[src/hw/rlcr_cfg.svh]
// rlcr_cfg.svh: addresses, field positions, reset values and decode codes
// for the per-lane configuration register slice. assumes 8-bit management register addressing.
`ifndef RLCR_CFG_SVH
`define RLCR_CFG_SVH

// ==========================================
// register offsets
`define RLCR_OFS_L5_DEEMPH  8'h35
`define RLCR_OFS_L5_IDLETH  8'h36
`define RLCR_OFS_L6_IDLERT  8'h39
`define RLCR_OFS_L6_EQ      8'h3A
`define RLCR_OFS_L6_SWING   8'h3B

// ==========================================
// reset values
`define RLCR_RST_L5_DEEMPH  8'h03
`define RLCR_RST_L5_IDLETH  8'h00
`define RLCR_RST_L6_IDLERT  8'h00
`define RLCR_RST_L6_EQ      8'h20
`define RLCR_RST_L6_SWING   8'h03

// ==========================================
// field positions and writable masks
`define RLCR_DE_STYLE_BIT   7
`define RLCR_TH_DEASSERT_HI 3
`define RLCR_TH_DEASSERT_LO 2
`define RLCR_TH_ASSERT_HI   1
`define RLCR_TH_ASSERT_LO   0
`define RLCR_IR_IDLE_AUTO   5
`define RLCR_IR_IDLE_SEL    4
`define RLCR_IR_RATE_AUTO   1
`define RLCR_IR_RATE_SEL    0
`define RLCR_EQ_EN_BIT      5
`define RLCR_EQ_GST_HI      4
`define RLCR_EQ_GST_LO      3
`define RLCR_EQ_BST_HI      2
`define RLCR_EQ_BST_LO      0
`define RLCR_MSK_IDLETH     8'h0F
`define RLCR_MSK_IDLERT     8'h33
`define RLCR_MSK_EQ         8'h3F
`define RLCR_MSK_SWING      8'h3F

// ==========================================
// de-emphasis codes (style bit plus level)
`define RLCR_DE_0P0         8'h01
`define RLCR_DE_3P5         8'h38
`define RLCR_DE_6P0         8'h88
`define RLCR_DE_9P0         8'h90
`define RLCR_DE_12P0        8'hA0
`define RLCR_DE_RSVD        8'hC0

// ==========================================
// equalizer codes
`define RLCR_EQ_BYPASS      6'h20
`define RLCR_EQ_2A          6'h2A
`define RLCR_EQ_30          6'h30
`define RLCR_EQ_31          6'h31
`define RLCR_EQ_38          6'h38
`define RLCR_EQ_34          6'h34
`define RLCR_EQ_35          6'h35
`define RLCR_EQ_3A          6'h3A
`define RLCR_EQ_3C          6'h3C
`define RLCR_EQ_GST_MAX     2'h2

// ==========================================
// output swing codes
`define RLCR_SW_600         6'h03
`define RLCR_SW_800         6'h07
`define RLCR_SW_1000        6'h0F
`define RLCR_SW_1200        6'h1F
`define RLCR_SW_1400        6'h3F

`endif

[src/hw/rlcr_pkg.sv]
// rlcr_pkg.sv: types shared by the lane configuration register slice.
// assumes rlcr_cfg.svh provides the numeric constants.
package rlcr_pkg;

	// ==========================================
	// three-level pin strap
	typedef enum logic [2:0] {
		RLCR_PIN_LOW   = 3'b001,
		RLCR_PIN_HIGH  = 3'b010,
		RLCR_PIN_FLOAT = 3'b100
	} rlcr_pin_e;

	// ==========================================
	// idle threshold pairs (de-assert/assert)
	typedef enum logic [1:0] {
		RLCR_TH_110_70  = 2'h0,
		RLCR_TH_150_110 = 2'h1,
		RLCR_TH_170_130 = 2'h2,
		RLCR_TH_190_150 = 2'h3
	} rlcr_thresh_e;

	// ==========================================
	// manual rate ranges
	typedef enum logic {
		RLCR_RATE_LOW  = 1'b0,
		RLCR_RATE_HIGH = 1'b1
	} rlcr_rate_e;

	typedef logic [7:0] rlcr_byte_t;

endpackage

[src/hw/rlcr_lane_regs.sv]
// rlcr_lane_regs.sv: lane 5 de-emphasis/idle threshold and lane 6 idle-rate,
// equalizer and output swing registers, plus pin strap decode to the same codes.
// assumes the management serial front end delivers decoded byte reads/writes on
// this clock; strap pins are asynchronous and are synchronised here.
// Summary of operation
// RL1 - de-emphasis byte bit 7 picks style: 0 compatibility, 1 enhanced
// RL2 - de-emphasis bits 6:0 carry the level code to the driver
// RL3 - de-emphasis codes 01,38,88,90,A0 give 0 to -12 dB; C0 reserved
// RL4 - de-emphasis straps map to register codes; all-float is reserved
// RL5 - idle threshold bits 3:2 de-assert, bits 1:0 assert
// RL6 - threshold codes 00..11 give 110/70 up to 190/150 mV, default 00
// RL7 - idle-auto bit 5 picks auto detection, else bit 4 governs muting
// RL8 - manual idle select 0 keeps output on, 1 mutes to electrical idle
// RL9 - rate-auto bit 1 enables auto rate, else bit 0 selects range
// RL10 - manual rate 0 gives 2.5-3.2 Gbps, 1 gives 5.0-6.4 Gbps
// RL11 - equalizer bit 5 enable, bits 4:3 gain stage, bits 2:0 boost
// RL12 - equalizer has 24 levels: three gain stages of eight boosts
// RL13 - equalizer straps map to codes; all-float gives bypass 20h
// RL14 - swing codes 03,07,0F,1F,3F give 600 to 1400 mV, default 03
// RL15 - host writes zero to reserved bits and ignores their read value
`include "rlcr_cfg.svh"

module rlcr_lane_regs #(
	parameter int ADDR_W = 8
) (
	// clock, reset, enable
	input  wire logic                clock,
	input  wire logic                nrst,
	input  wire logic                clk_en,
	// management register access
	input  wire logic [ADDR_W-1:0]   reg_addr,
	input  wire logic                reg_wr,
	input  wire logic [7:0]          reg_wdata,
	input  wire logic                reg_rd,
	output logic      [7:0]          reg_rdata,
	output logic                     reg_hit,
	// pin straps, three-level each, and strap mode select
	input  wire logic                strap_mode,
	input  wire rlcr_pkg::rlcr_pin_e deemph_strap_hi,
	input  wire rlcr_pkg::rlcr_pin_e deemph_strap_lo,
	input  wire rlcr_pkg::rlcr_pin_e equalizer_strap_a,
	input  wire rlcr_pkg::rlcr_pin_e equalizer_strap_b,
	// lane 5 driver settings
	output logic                     lane5_deemphasis_style,
	output logic      [6:0]          lane5_deemphasis_level,
	output logic                     lane5_deemph_reserved,
	output logic      [1:0]          lane5_idle_deassert_th,
	output logic      [1:0]          lane5_idle_assert_th,
	// lane 6 idle and rate control
	output logic                     lane6_idle_auto,
	output logic                     lane6_output_muted,
	output logic                     lane6_signal_detect_en,
	output logic                     lane6_rate_auto,
	output logic                     lane6_rate_high,
	// lane 6 equalizer and swing
	output logic                     lane6_eq_enable,
	output logic      [1:0]          lane6_gain_stage_field,
	output logic      [2:0]          lane6_boost_step_field,
	output logic                     lane6_eq_level_valid,
	output logic      [4:0]          lane6_eq_level_index,
	output logic      [5:0]          lane6_swing_field,
	output logic                     lane6_swing_valid
);

	// ==========================================
	// elaboration checks
	if (ADDR_W < 6) begin : g_chk
		$error("rlcr_lane_regs: ADDR_W too small for the register offsets");
	end

	// ==========================================
	// functions
	function automatic logic [7:0] deemph_map(input rlcr_pkg::rlcr_pin_e hi,
	                                          input rlcr_pkg::rlcr_pin_e lo);
		logic [7:0] c;
		c = `RLCR_DE_RSVD;
		unique case ({hi, lo})
			{rlcr_pkg::RLCR_PIN_LOW,   rlcr_pkg::RLCR_PIN_LOW}:   c = `RLCR_DE_0P0;
			{rlcr_pkg::RLCR_PIN_LOW,   rlcr_pkg::RLCR_PIN_HIGH}:  c = `RLCR_DE_3P5;
			{rlcr_pkg::RLCR_PIN_LOW,   rlcr_pkg::RLCR_PIN_FLOAT}: c = `RLCR_DE_6P0;
			{rlcr_pkg::RLCR_PIN_HIGH,  rlcr_pkg::RLCR_PIN_FLOAT}: c = `RLCR_DE_12P0;
			{rlcr_pkg::RLCR_PIN_FLOAT, rlcr_pkg::RLCR_PIN_LOW}:   c = `RLCR_DE_9P0;
			{rlcr_pkg::RLCR_PIN_FLOAT, rlcr_pkg::RLCR_PIN_HIGH}:  c = `RLCR_DE_12P0;
			{rlcr_pkg::RLCR_PIN_HIGH,  rlcr_pkg::RLCR_PIN_LOW}:   c = `RLCR_DE_9P0;
			{rlcr_pkg::RLCR_PIN_HIGH,  rlcr_pkg::RLCR_PIN_HIGH}:  c = `RLCR_DE_12P0;
			default:                                              c = `RLCR_DE_RSVD;
		endcase
		return c; // [RL4]
	endfunction

	function automatic logic [5:0] eq_map(input rlcr_pkg::rlcr_pin_e a,
	                                      input rlcr_pkg::rlcr_pin_e b);
		logic [5:0] c;
		c = `RLCR_EQ_BYPASS;
		unique case ({a, b})
			{rlcr_pkg::RLCR_PIN_HIGH,  rlcr_pkg::RLCR_PIN_HIGH}:  c = `RLCR_EQ_2A;
			{rlcr_pkg::RLCR_PIN_LOW,   rlcr_pkg::RLCR_PIN_LOW}:   c = `RLCR_EQ_30;
			{rlcr_pkg::RLCR_PIN_LOW,   rlcr_pkg::RLCR_PIN_FLOAT}: c = `RLCR_EQ_31;
			{rlcr_pkg::RLCR_PIN_LOW,   rlcr_pkg::RLCR_PIN_HIGH}:  c = `RLCR_EQ_38;
			{rlcr_pkg::RLCR_PIN_HIGH,  rlcr_pkg::RLCR_PIN_FLOAT}: c = `RLCR_EQ_34;
			{rlcr_pkg::RLCR_PIN_HIGH,  rlcr_pkg::RLCR_PIN_LOW}:   c = `RLCR_EQ_35;
			{rlcr_pkg::RLCR_PIN_FLOAT, rlcr_pkg::RLCR_PIN_LOW}:   c = `RLCR_EQ_3A;
			{rlcr_pkg::RLCR_PIN_FLOAT, rlcr_pkg::RLCR_PIN_HIGH}:  c = `RLCR_EQ_3C;
			default:                                              c = `RLCR_EQ_BYPASS;
		endcase
		return c; // [RL13]
	endfunction

	// swing codes are a thermometer of ones from bit 0, at least two ones
	function automatic logic swing_ok(input logic [5:0] v);
		return (v == `RLCR_SW_600) || (v == `RLCR_SW_800) || (v == `RLCR_SW_1000) ||
		       (v == `RLCR_SW_1200) || (v == `RLCR_SW_1400); // [RL14]
	endfunction

	// ==========================================
	// strap synchronisers
	logic [11:0] strap_s1_r;
	logic [11:0] strap_s2_r;
	logic        mode_s1_r;
	logic        mode_s2_r;
	logic        mode_d_r;

	always_ff @(posedge clock) begin
		if (!nrst) begin
			strap_s1_r <= {4{3'b100}};
			strap_s2_r <= {4{3'b100}};
			mode_s1_r  <= 1'b0;
			mode_s2_r  <= 1'b0;
			mode_d_r   <= 1'b0;
		end else if (clk_en) begin
			strap_s1_r <= {deemph_strap_hi, deemph_strap_lo, equalizer_strap_a,
			               equalizer_strap_b};
			strap_s2_r <= strap_s1_r;
			mode_s1_r  <= strap_mode;
			mode_s2_r  <= mode_s1_r;
			mode_d_r   <= mode_s2_r;
		end
	end

	// strap codes are loaded on the rising edge of strap mode and then
	// held, so a later register write still takes effect
	logic strap_load;
	assign strap_load = mode_s2_r && !mode_d_r;

	// ==========================================
	// register storage
	logic [7:0] l5_deemph_r;
	logic [7:0] l5_idleth_r;
	logic [7:0] l6_idlert_r;
	logic [7:0] l6_eq_r;
	logic [7:0] l6_swing_r;
	logic       wr_en;

	assign wr_en = clk_en && reg_wr;

	always_ff @(posedge clock) begin
		if (!nrst) begin
			l5_deemph_r <= `RLCR_RST_L5_DEEMPH;
		end else if (clk_en && strap_load) begin
			l5_deemph_r <= deemph_map(rlcr_pkg::rlcr_pin_e'(strap_s2_r[11:9]),
			                          rlcr_pkg::rlcr_pin_e'(strap_s2_r[8:6])); // [RL4]
		end else if (wr_en && reg_addr == ADDR_W'(`RLCR_OFS_L5_DEEMPH)) begin
			l5_deemph_r <= reg_wdata; // [RL1] [RL2]
		end
	end

	always_ff @(posedge clock) begin
		if (!nrst) begin
			l5_idleth_r <= `RLCR_RST_L5_IDLETH; // [RL6]
		end else if (wr_en && reg_addr == ADDR_W'(`RLCR_OFS_L5_IDLETH)) begin
			l5_idleth_r <= reg_wdata & `RLCR_MSK_IDLETH;
		end
	end

	always_ff @(posedge clock) begin
		if (!nrst) begin
			l6_idlert_r <= `RLCR_RST_L6_IDLERT;
		end else if (wr_en && reg_addr == ADDR_W'(`RLCR_OFS_L6_IDLERT)) begin
			l6_idlert_r <= reg_wdata & `RLCR_MSK_IDLERT;
		end
	end

	always_ff @(posedge clock) begin
		if (!nrst) begin
			l6_eq_r <= `RLCR_RST_L6_EQ;
		end else if (clk_en && strap_load) begin
			l6_eq_r <= {2'h0, eq_map(rlcr_pkg::rlcr_pin_e'(strap_s2_r[5:3]),
			                         rlcr_pkg::rlcr_pin_e'(strap_s2_r[2:0]))}; // [RL13]
		end else if (wr_en && reg_addr == ADDR_W'(`RLCR_OFS_L6_EQ)) begin
			l6_eq_r <= reg_wdata & `RLCR_MSK_EQ;
		end
	end

	// bits 7:6 are read-only zero; only the swing field is writable
	always_ff @(posedge clock) begin
		if (!nrst) begin
			l6_swing_r <= `RLCR_RST_L6_SWING; // [RL14]
		end else if (wr_en && reg_addr == ADDR_W'(`RLCR_OFS_L6_SWING)) begin
			l6_swing_r <= reg_wdata & `RLCR_MSK_SWING;
		end
	end

	// ==========================================
	// read port, registered; reserved bits were masked at write
	always_ff @(posedge clock) begin
		if (!nrst) begin
			reg_rdata <= 8'h00;
			reg_hit   <= 1'b0;
		end else if (clk_en && reg_rd) begin
			reg_hit <= 1'b1;
			unique case (reg_addr)
				ADDR_W'(`RLCR_OFS_L5_DEEMPH): reg_rdata <= l5_deemph_r;
				ADDR_W'(`RLCR_OFS_L5_IDLETH): reg_rdata <= l5_idleth_r;
				ADDR_W'(`RLCR_OFS_L6_IDLERT): reg_rdata <= l6_idlert_r;
				ADDR_W'(`RLCR_OFS_L6_EQ):     reg_rdata <= l6_eq_r;
				ADDR_W'(`RLCR_OFS_L6_SWING):  reg_rdata <= l6_swing_r;
				default: begin
					reg_rdata <= 8'h00;
					reg_hit   <= 1'b0;
				end
			endcase
		end else if (clk_en) begin
			reg_hit <= 1'b0;
		end
	end

	// ==========================================
	// settings presented to the analog side
	logic [1:0] gain_stage_field;
	logic [2:0] boost_step_field;
	assign gain_stage_field = l6_eq_r[`RLCR_EQ_GST_HI:`RLCR_EQ_GST_LO];
	assign boost_step_field = l6_eq_r[`RLCR_EQ_BST_HI:`RLCR_EQ_BST_LO];

	always_ff @(posedge clock) begin
		if (!nrst) begin
			lane5_deemphasis_style <= 1'b0;
			lane5_deemphasis_level <= 7'h03;
			lane5_deemph_reserved  <= 1'b0;
			lane5_idle_deassert_th <= 2'h0;
			lane5_idle_assert_th   <= 2'h0;
		end else if (clk_en) begin
			lane5_deemphasis_style <= l5_deemph_r[`RLCR_DE_STYLE_BIT]; // [RL1]
			lane5_deemphasis_level <= l5_deemph_r[6:0]; // [RL2]
			lane5_deemph_reserved  <= (l5_deemph_r == `RLCR_DE_RSVD); // [RL3]
			lane5_idle_deassert_th <=
				l5_idleth_r[`RLCR_TH_DEASSERT_HI:`RLCR_TH_DEASSERT_LO]; // [RL5] [RL6]
			lane5_idle_assert_th   <=
				l5_idleth_r[`RLCR_TH_ASSERT_HI:`RLCR_TH_ASSERT_LO]; // [RL5] [RL6]
		end
	end

	always_ff @(posedge clock) begin
		if (!nrst) begin
			lane6_idle_auto        <= 1'b0;
			lane6_output_muted     <= 1'b0;
			lane6_signal_detect_en <= 1'b0;
			lane6_rate_auto        <= 1'b0;
			lane6_rate_high        <= 1'b0;
		end else if (clk_en) begin
			lane6_idle_auto        <= l6_idlert_r[`RLCR_IR_IDLE_AUTO]; // [RL7]
			// auto mode lets signal detect drive muting; manual forces it
			lane6_output_muted     <= !l6_idlert_r[`RLCR_IR_IDLE_AUTO] &&
			                          l6_idlert_r[`RLCR_IR_IDLE_SEL]; // [RL7] [RL8]
			lane6_signal_detect_en <= l6_idlert_r[`RLCR_IR_IDLE_AUTO]; // [RL8]
			lane6_rate_auto        <= l6_idlert_r[`RLCR_IR_RATE_AUTO]; // [RL9]
			lane6_rate_high        <= !l6_idlert_r[`RLCR_IR_RATE_AUTO] &&
			                          (l6_idlert_r[`RLCR_IR_RATE_SEL] ==
			                           rlcr_pkg::RLCR_RATE_HIGH); // [RL9] [RL10]
		end
	end

	always_ff @(posedge clock) begin
		if (!nrst) begin
			lane6_eq_enable        <= 1'b1;
			lane6_gain_stage_field <= 2'h0;
			lane6_boost_step_field <= 3'h0;
			lane6_eq_level_valid   <= 1'b1;
			lane6_eq_level_index   <= 5'h00;
			lane6_swing_field      <= `RLCR_SW_600;
			lane6_swing_valid      <= 1'b1;
		end else if (clk_en) begin
			lane6_eq_enable        <= l6_eq_r[`RLCR_EQ_EN_BIT]; // [RL11]
			lane6_gain_stage_field <= gain_stage_field; // [RL11]
			lane6_boost_step_field <= boost_step_field; // [RL11]
			// only stages 0..2 exist: 3 x 8 = 24 levels
			lane6_eq_level_valid   <= (gain_stage_field <= `RLCR_EQ_GST_MAX); // [RL12]
			lane6_eq_level_index   <= {gain_stage_field, boost_step_field}; // [RL12]
			lane6_swing_field      <= l6_swing_r[5:0]; // [RL14]
			lane6_swing_valid      <= swing_ok(l6_swing_r[5:0]); // [RL14]
		end
	end

endmodule

[config.mk]
export PLATFORM = sky130hd
export DESIGN_NAME = rlcr_lane_regs
export DESIGN_NICKNAME = d
export VERILOG_FILES = /design/src/hw/rlcr_pkg.sv /design/src/hw/rlcr_lane_regs.sv
export VERILOG_INCLUDE_DIRS = /design/src /design/src/hw
export SDC_FILE = /design/constraint.sdc
export NUM_CORES = 1
export LEC_CHECK = 0
export BUFFER_PORTS_ARGS = -buffer_cell sky130_fd_sc_hd__buf_2
export CAP_MARGIN = 20
export CORE_MARGIN = 2
export CORE_UTILIZATION = 55
export CTS_BUF_LIST = sky130_fd_sc_hd__clkbuf_8
export DETAILED_ROUTE_END_ITERATION = 10
export PLACE_DENSITY_LB_ADDON = 0.25
export SYNTH_ARGS = -nofsm -noshare
export SYNTH_HDL_FRONTEND = slang
export SYNTH_SLANG_ARGS = --single-unit
[constraint.sdc]
create_clock -name clock -period 2.25 [get_ports clock]
set_input_delay 0.45 -clock clock [delete_from_list [all_inputs] [get_ports clock]]
set_output_delay 0.45 -clock clock [all_outputs]
set_load 0.01 [all_outputs]
==> qor.txt <==
GLOBAL ROUTING
--------------------------------------------------------------------------------
First-pass GRT wire length ........................................     16300 um
GRT Resource Usage Total ..........................................        24.4%
Gr ovfl total .....................................................            0
Global Route met2 Usage ...........................................        39.5%
Met3 Use GR .......................................................        6.18%
Number of antenna violations at the first check in global routing .            0
GRT met1 Usage ....................................................        31.6%
Number of global-route vias before repair .........................         3212
Pin count of the biggest net entering global routing ..............           52
Most crowded layer after global routing ...........................         met2

PLACEMENT
--------------------------------------------------------------------------------
Number of port buffers ............................................           79
Final weighted congestion in routability-driven placement .........        0.867
Placement-stage cell area .........................................  0.00474 mm2
Post-DP HPWL ......................................................      7420 um

ROUTING
--------------------------------------------------------------------------------
Detailed-routing iteration count for the pre-antenna-repair pass ..            6
Iteration-0 DRC count of the detailed router ......................          143
Routed length per placed instance .................................      16.1 um
Antenna-violating nets left .......................................            0
Routed Wire Length ................................................     10100 um
Routed vias .......................................................         3515
Vias per inst .....................................................         5.62
DRC violations left ...............................................            0

YOSYS
--------------------------------------------------------------------------------
Top flip-flop cell by instance count after synthesis .............. sky130_fd_sc_hd__dfxtp_1
Synthesized instance count ........................................          459
Mean post-synth cell area .........................................     9.40 um2
Cell area after synthesis .........................................  0.00432 mm2
Number of synthesized flops with an enable pin ....................            0
Mapped Nets .......................................................          493
Register area share after synthesis ...............................        44.1%
Share of async-settable or async-resettable flops after synthesis .           0%
Distinct cell type count after synthesis ..........................           60
Total of warnings raised by yosys .................................            0
Flop and latch count out of synthesis .............................           95

STA
--------------------------------------------------------------------------------
Final worst-path cycle share ......................................        80.2%
Worst slew margin relative to its limit ...........................        60.0%
Accumulated negative setup slack ..................................         0 ns
Setup repair after global routing missed its margin ...............           no
Total setup violations reported at the end of the flow ............            0
Final critical delay including setup and external delays ..........      1.80 ns
Number of endpoints with negative hold slack in the final report ..            0
Final Max Tran Viols ..............................................            0
Final setup skew ..................................................   0.00967 ns
F_max .............................................................    0.554 GHz
Transition time at the pin with the least slew margin .............     0.585 ns

FLOORPLANNING
--------------------------------------------------------------------------------
Site Rows .........................................................           32
Die Span Y ........................................................      92.6 um
Effective utilization at floorplan ................................        56.4%
Horiz. Die Dim ....................................................      92.6 um
Core area .........................................................  0.00765 mm2
Area of the die ...................................................  0.00857 mm2
IO Pins ...........................................................           80

LAYOUT
--------------------------------------------------------------------------------
Total number of nets in the final design ..........................          553
Area of the multi-input gates .....................................  0.00220 mm2
Design area .......................................................  0.00496 mm2
Layout Area Growth over Synthesis .................................        15.0%
Antenna diode count ...............................................            0
Storage cell area .................................................  0.00190 mm2
Leading cell type in the layout, fill and taps excluded ........... sky130_fd_sc_hd__dfxtp_1
Most frequent cells in the layout ................................. 95 x sky130_fd_sc_hd__dfxtp_1, 78 x sky130_fd_sc_hd__mux2i_1, 78 x sky130_fd_sc_hd__buf_2, 62 x sky130_fd_sc_hd__nor2_1, 30 x sky130_fd_sc_hd__nand2_1
Filler instances ..................................................          666
Fraction of layout instances using a drive strength above 1 .......        22.5%

FLOW RUN
--------------------------------------------------------------------------------
Max-capacitance violation count ...................................            0

CTS
--------------------------------------------------------------------------------
Worst-skew pair later-pin latency .................................      0.37 ns
Maximum clock insertion buffer count ..............................            2
CTS hold repair buffers ...........................................            0
Worst-path clk slew ...............................................      0.09 ns
Setup fix buffers added after clock tree synthesis ................            0
Post-CTS sizing ...................................................            0
Clock tree from TritonCTS .........................................        built
TritonCTS sink count ..............................................           95
Root buffer cell .................................................. sky130_fd_sc_hd__clkbuf_8
Total number of H-tree levels .....................................            3
Num CTS Buffers ...................................................            9

CRITICAL PATH
--------------------------------------------------------------------------------
Worst setup SP type ...............................................         flop
Endpoint of the worst-slack reg-to-reg timing path ................ l5_deemph_r[4]
Sort of element at the end of the critical path ...................         flop
Worst-path fanout max .............................................            9
Reg2reg start ..................................................... strap_s2_r[11]
Data required time of the critical path ...........................      2.53 ns
Setup slack of the most critical reg-to-reg path ..................      0.45 ns
Worst Path Arrival ................................................      2.09 ns
Reg2reg path depth ................................................            4
Classification of the worst setup path ............................ flop to flop

OUTCOME
--------------------------------------------------------------------------------
Status ............................................................ finished, final reports clean

WORST HOLD PATH
--------------------------------------------------------------------------------
Number of cells traversed by the worst hold path ..................            3
Launch instance of the worst min-delay path ....................... deemph_strap_lo[2]
Worst min-delay path endpoint ..................................... strap_s1_r[8]
Type of the worst min-delay path .................................. primary input to flop

POWER AND IR DROP
--------------------------------------------------------------------------------
Maximum resistive drop on vdd .....................................   0.000488 V
Leakage power .....................................................      2.12 nW
Power density relative to cell area ...............................   657 mW/mm2

-- power breakdown --
part | leakage (nW) | switching [W] | internal [W]
Sequential | 0.770 | 0.0000337 | 0.00171
Clock | 0.108 | 0.000625 | 0.000641
Combinational | 1.24 | 0.000141 | 0.000111
Total | 2.12 | 0.000800 | 0.00246
-- per-stage QoR --
stage               utilization, %  std cells  total power (W)  hold slack (ns)  setup WS [ns]
global placement              61.9        610          0.00203            0.439          0.268
global route                  64.9        626          0.00339            0.284          0.215
floorplan                        -        459          0.00195            0.441          0.387
CTS                           64.9        626          0.00330            0.285          0.439
detailed placement            61.9        610          0.00204            0.443          0.251
finish                        64.9        626          0.00326            0.298          0.446
-- final cells by class --
cell class | instances | share of cell area [%]
clock inverters | 7 | 2.09
repair buffers | 89 | 9.78
clock buffers | 9 | 2.50
well taps | 102 | 2.57
flip-flops and latches | 95 | 38.3
multi-input cells | 318 | 44.3
inverters | 6 | 0.454
-- layer usage --
layer	routed length, um	vias up
li1	-	1739
met2	4810	101
met3	549	14
met1	4560	1661
met5	0	-
met4	154	0
-- synth_stat cells (all sizes together) (2+ instances only) --
master   n  share of area (%)
nor3     5               0.58
o22a     3               0.61
nor2    62                5.4
nand4b   3               0.61
nand3b  12                2.1
and3b    2               0.41
dfxtp   95                 44
nand2   30                2.6
and2     4               0.58
o21ai   18                2.1
clkbuf  23                2.0
a31oi    4               0.58
inv      6               0.52
nand2b  10                1.4
o21a     2               0.35
mux2     3               0.87
or4      2               0.43
mux2i   78                 18
nand3    7               0.81
nor2b    3               0.43
o31ai    2               0.35
or4b     2               0.46
o32ai    3               0.61
nor4     3               0.58
a22oi    4               0.70
a211oi   3               0.52
o31a     2               0.41
buf     17                2.4
or3      2               0.29
nor4bb   4               0.93
xnor2    6                1.2
a21oi   19                2.3
o221ai   2               0.41
-- logic make-up after synthesis --
family / Yosys count / share of synthesized area (%)
flip-flops: 95 / 44.1
AND/OR/NAND/NOR: 159 / 19.9
multiplexers: 81 / 19.0
buffers and inverters: 46 / 4.99
AO/OA/AOI/OAI: 72 / 10.9
XOR/XNOR: 6 / 1.22
-- sequential cells by signal, indices dropped and copies added (netlist names), 2 cells and up --
register	flops
l5_deemph_r	8
l5_idleth_r	4
l6_eq_r	6
l6_idlert_r	4
l6_swing_r	6
lane5_deemphasis_level	7
lane5_idle_assert_th	2
lane5_idle_deassert_th	2
lane6_boost_step_field	2
lane6_gain_stage_field	2
lane6_swing_field	6
reg_rdata	8
strap_s1_r	12
strap_s2_r	12
-- worst max-delay path, cell delays in order (launching register included) --
cell	delay (ns)
sky130_fd_sc_hd__dfxtp_1	0.48
sky130_fd_sc_hd__or4b_2	0.64
sky130_fd_sc_hd__o21ai_0	0.24
sky130_fd_sc_hd__o21ai_0	0.17
sky130_fd_sc_hd__a211oi_1	0.20
-- worst max-delay path by stage --
stage | startpoint | to | cells after the start
after floorplan | reg_addr[6] | l5_deemph_r[5] | 5
after global placement | reg_addr[6] | l5_deemph_r[5] | 5
after detailed placement | reg_addr[6] | l5_deemph_r[5] | 5
after CTS | strap_s2_r[11] | l5_deemph_r[4] | 4
after global routing | strap_s2_r[11] | l5_deemph_r[4] | 4
final | strap_s2_r[11] | l5_deemph_r[4] | 4
No activity file was read; power rests on OpenSTA's default activity.
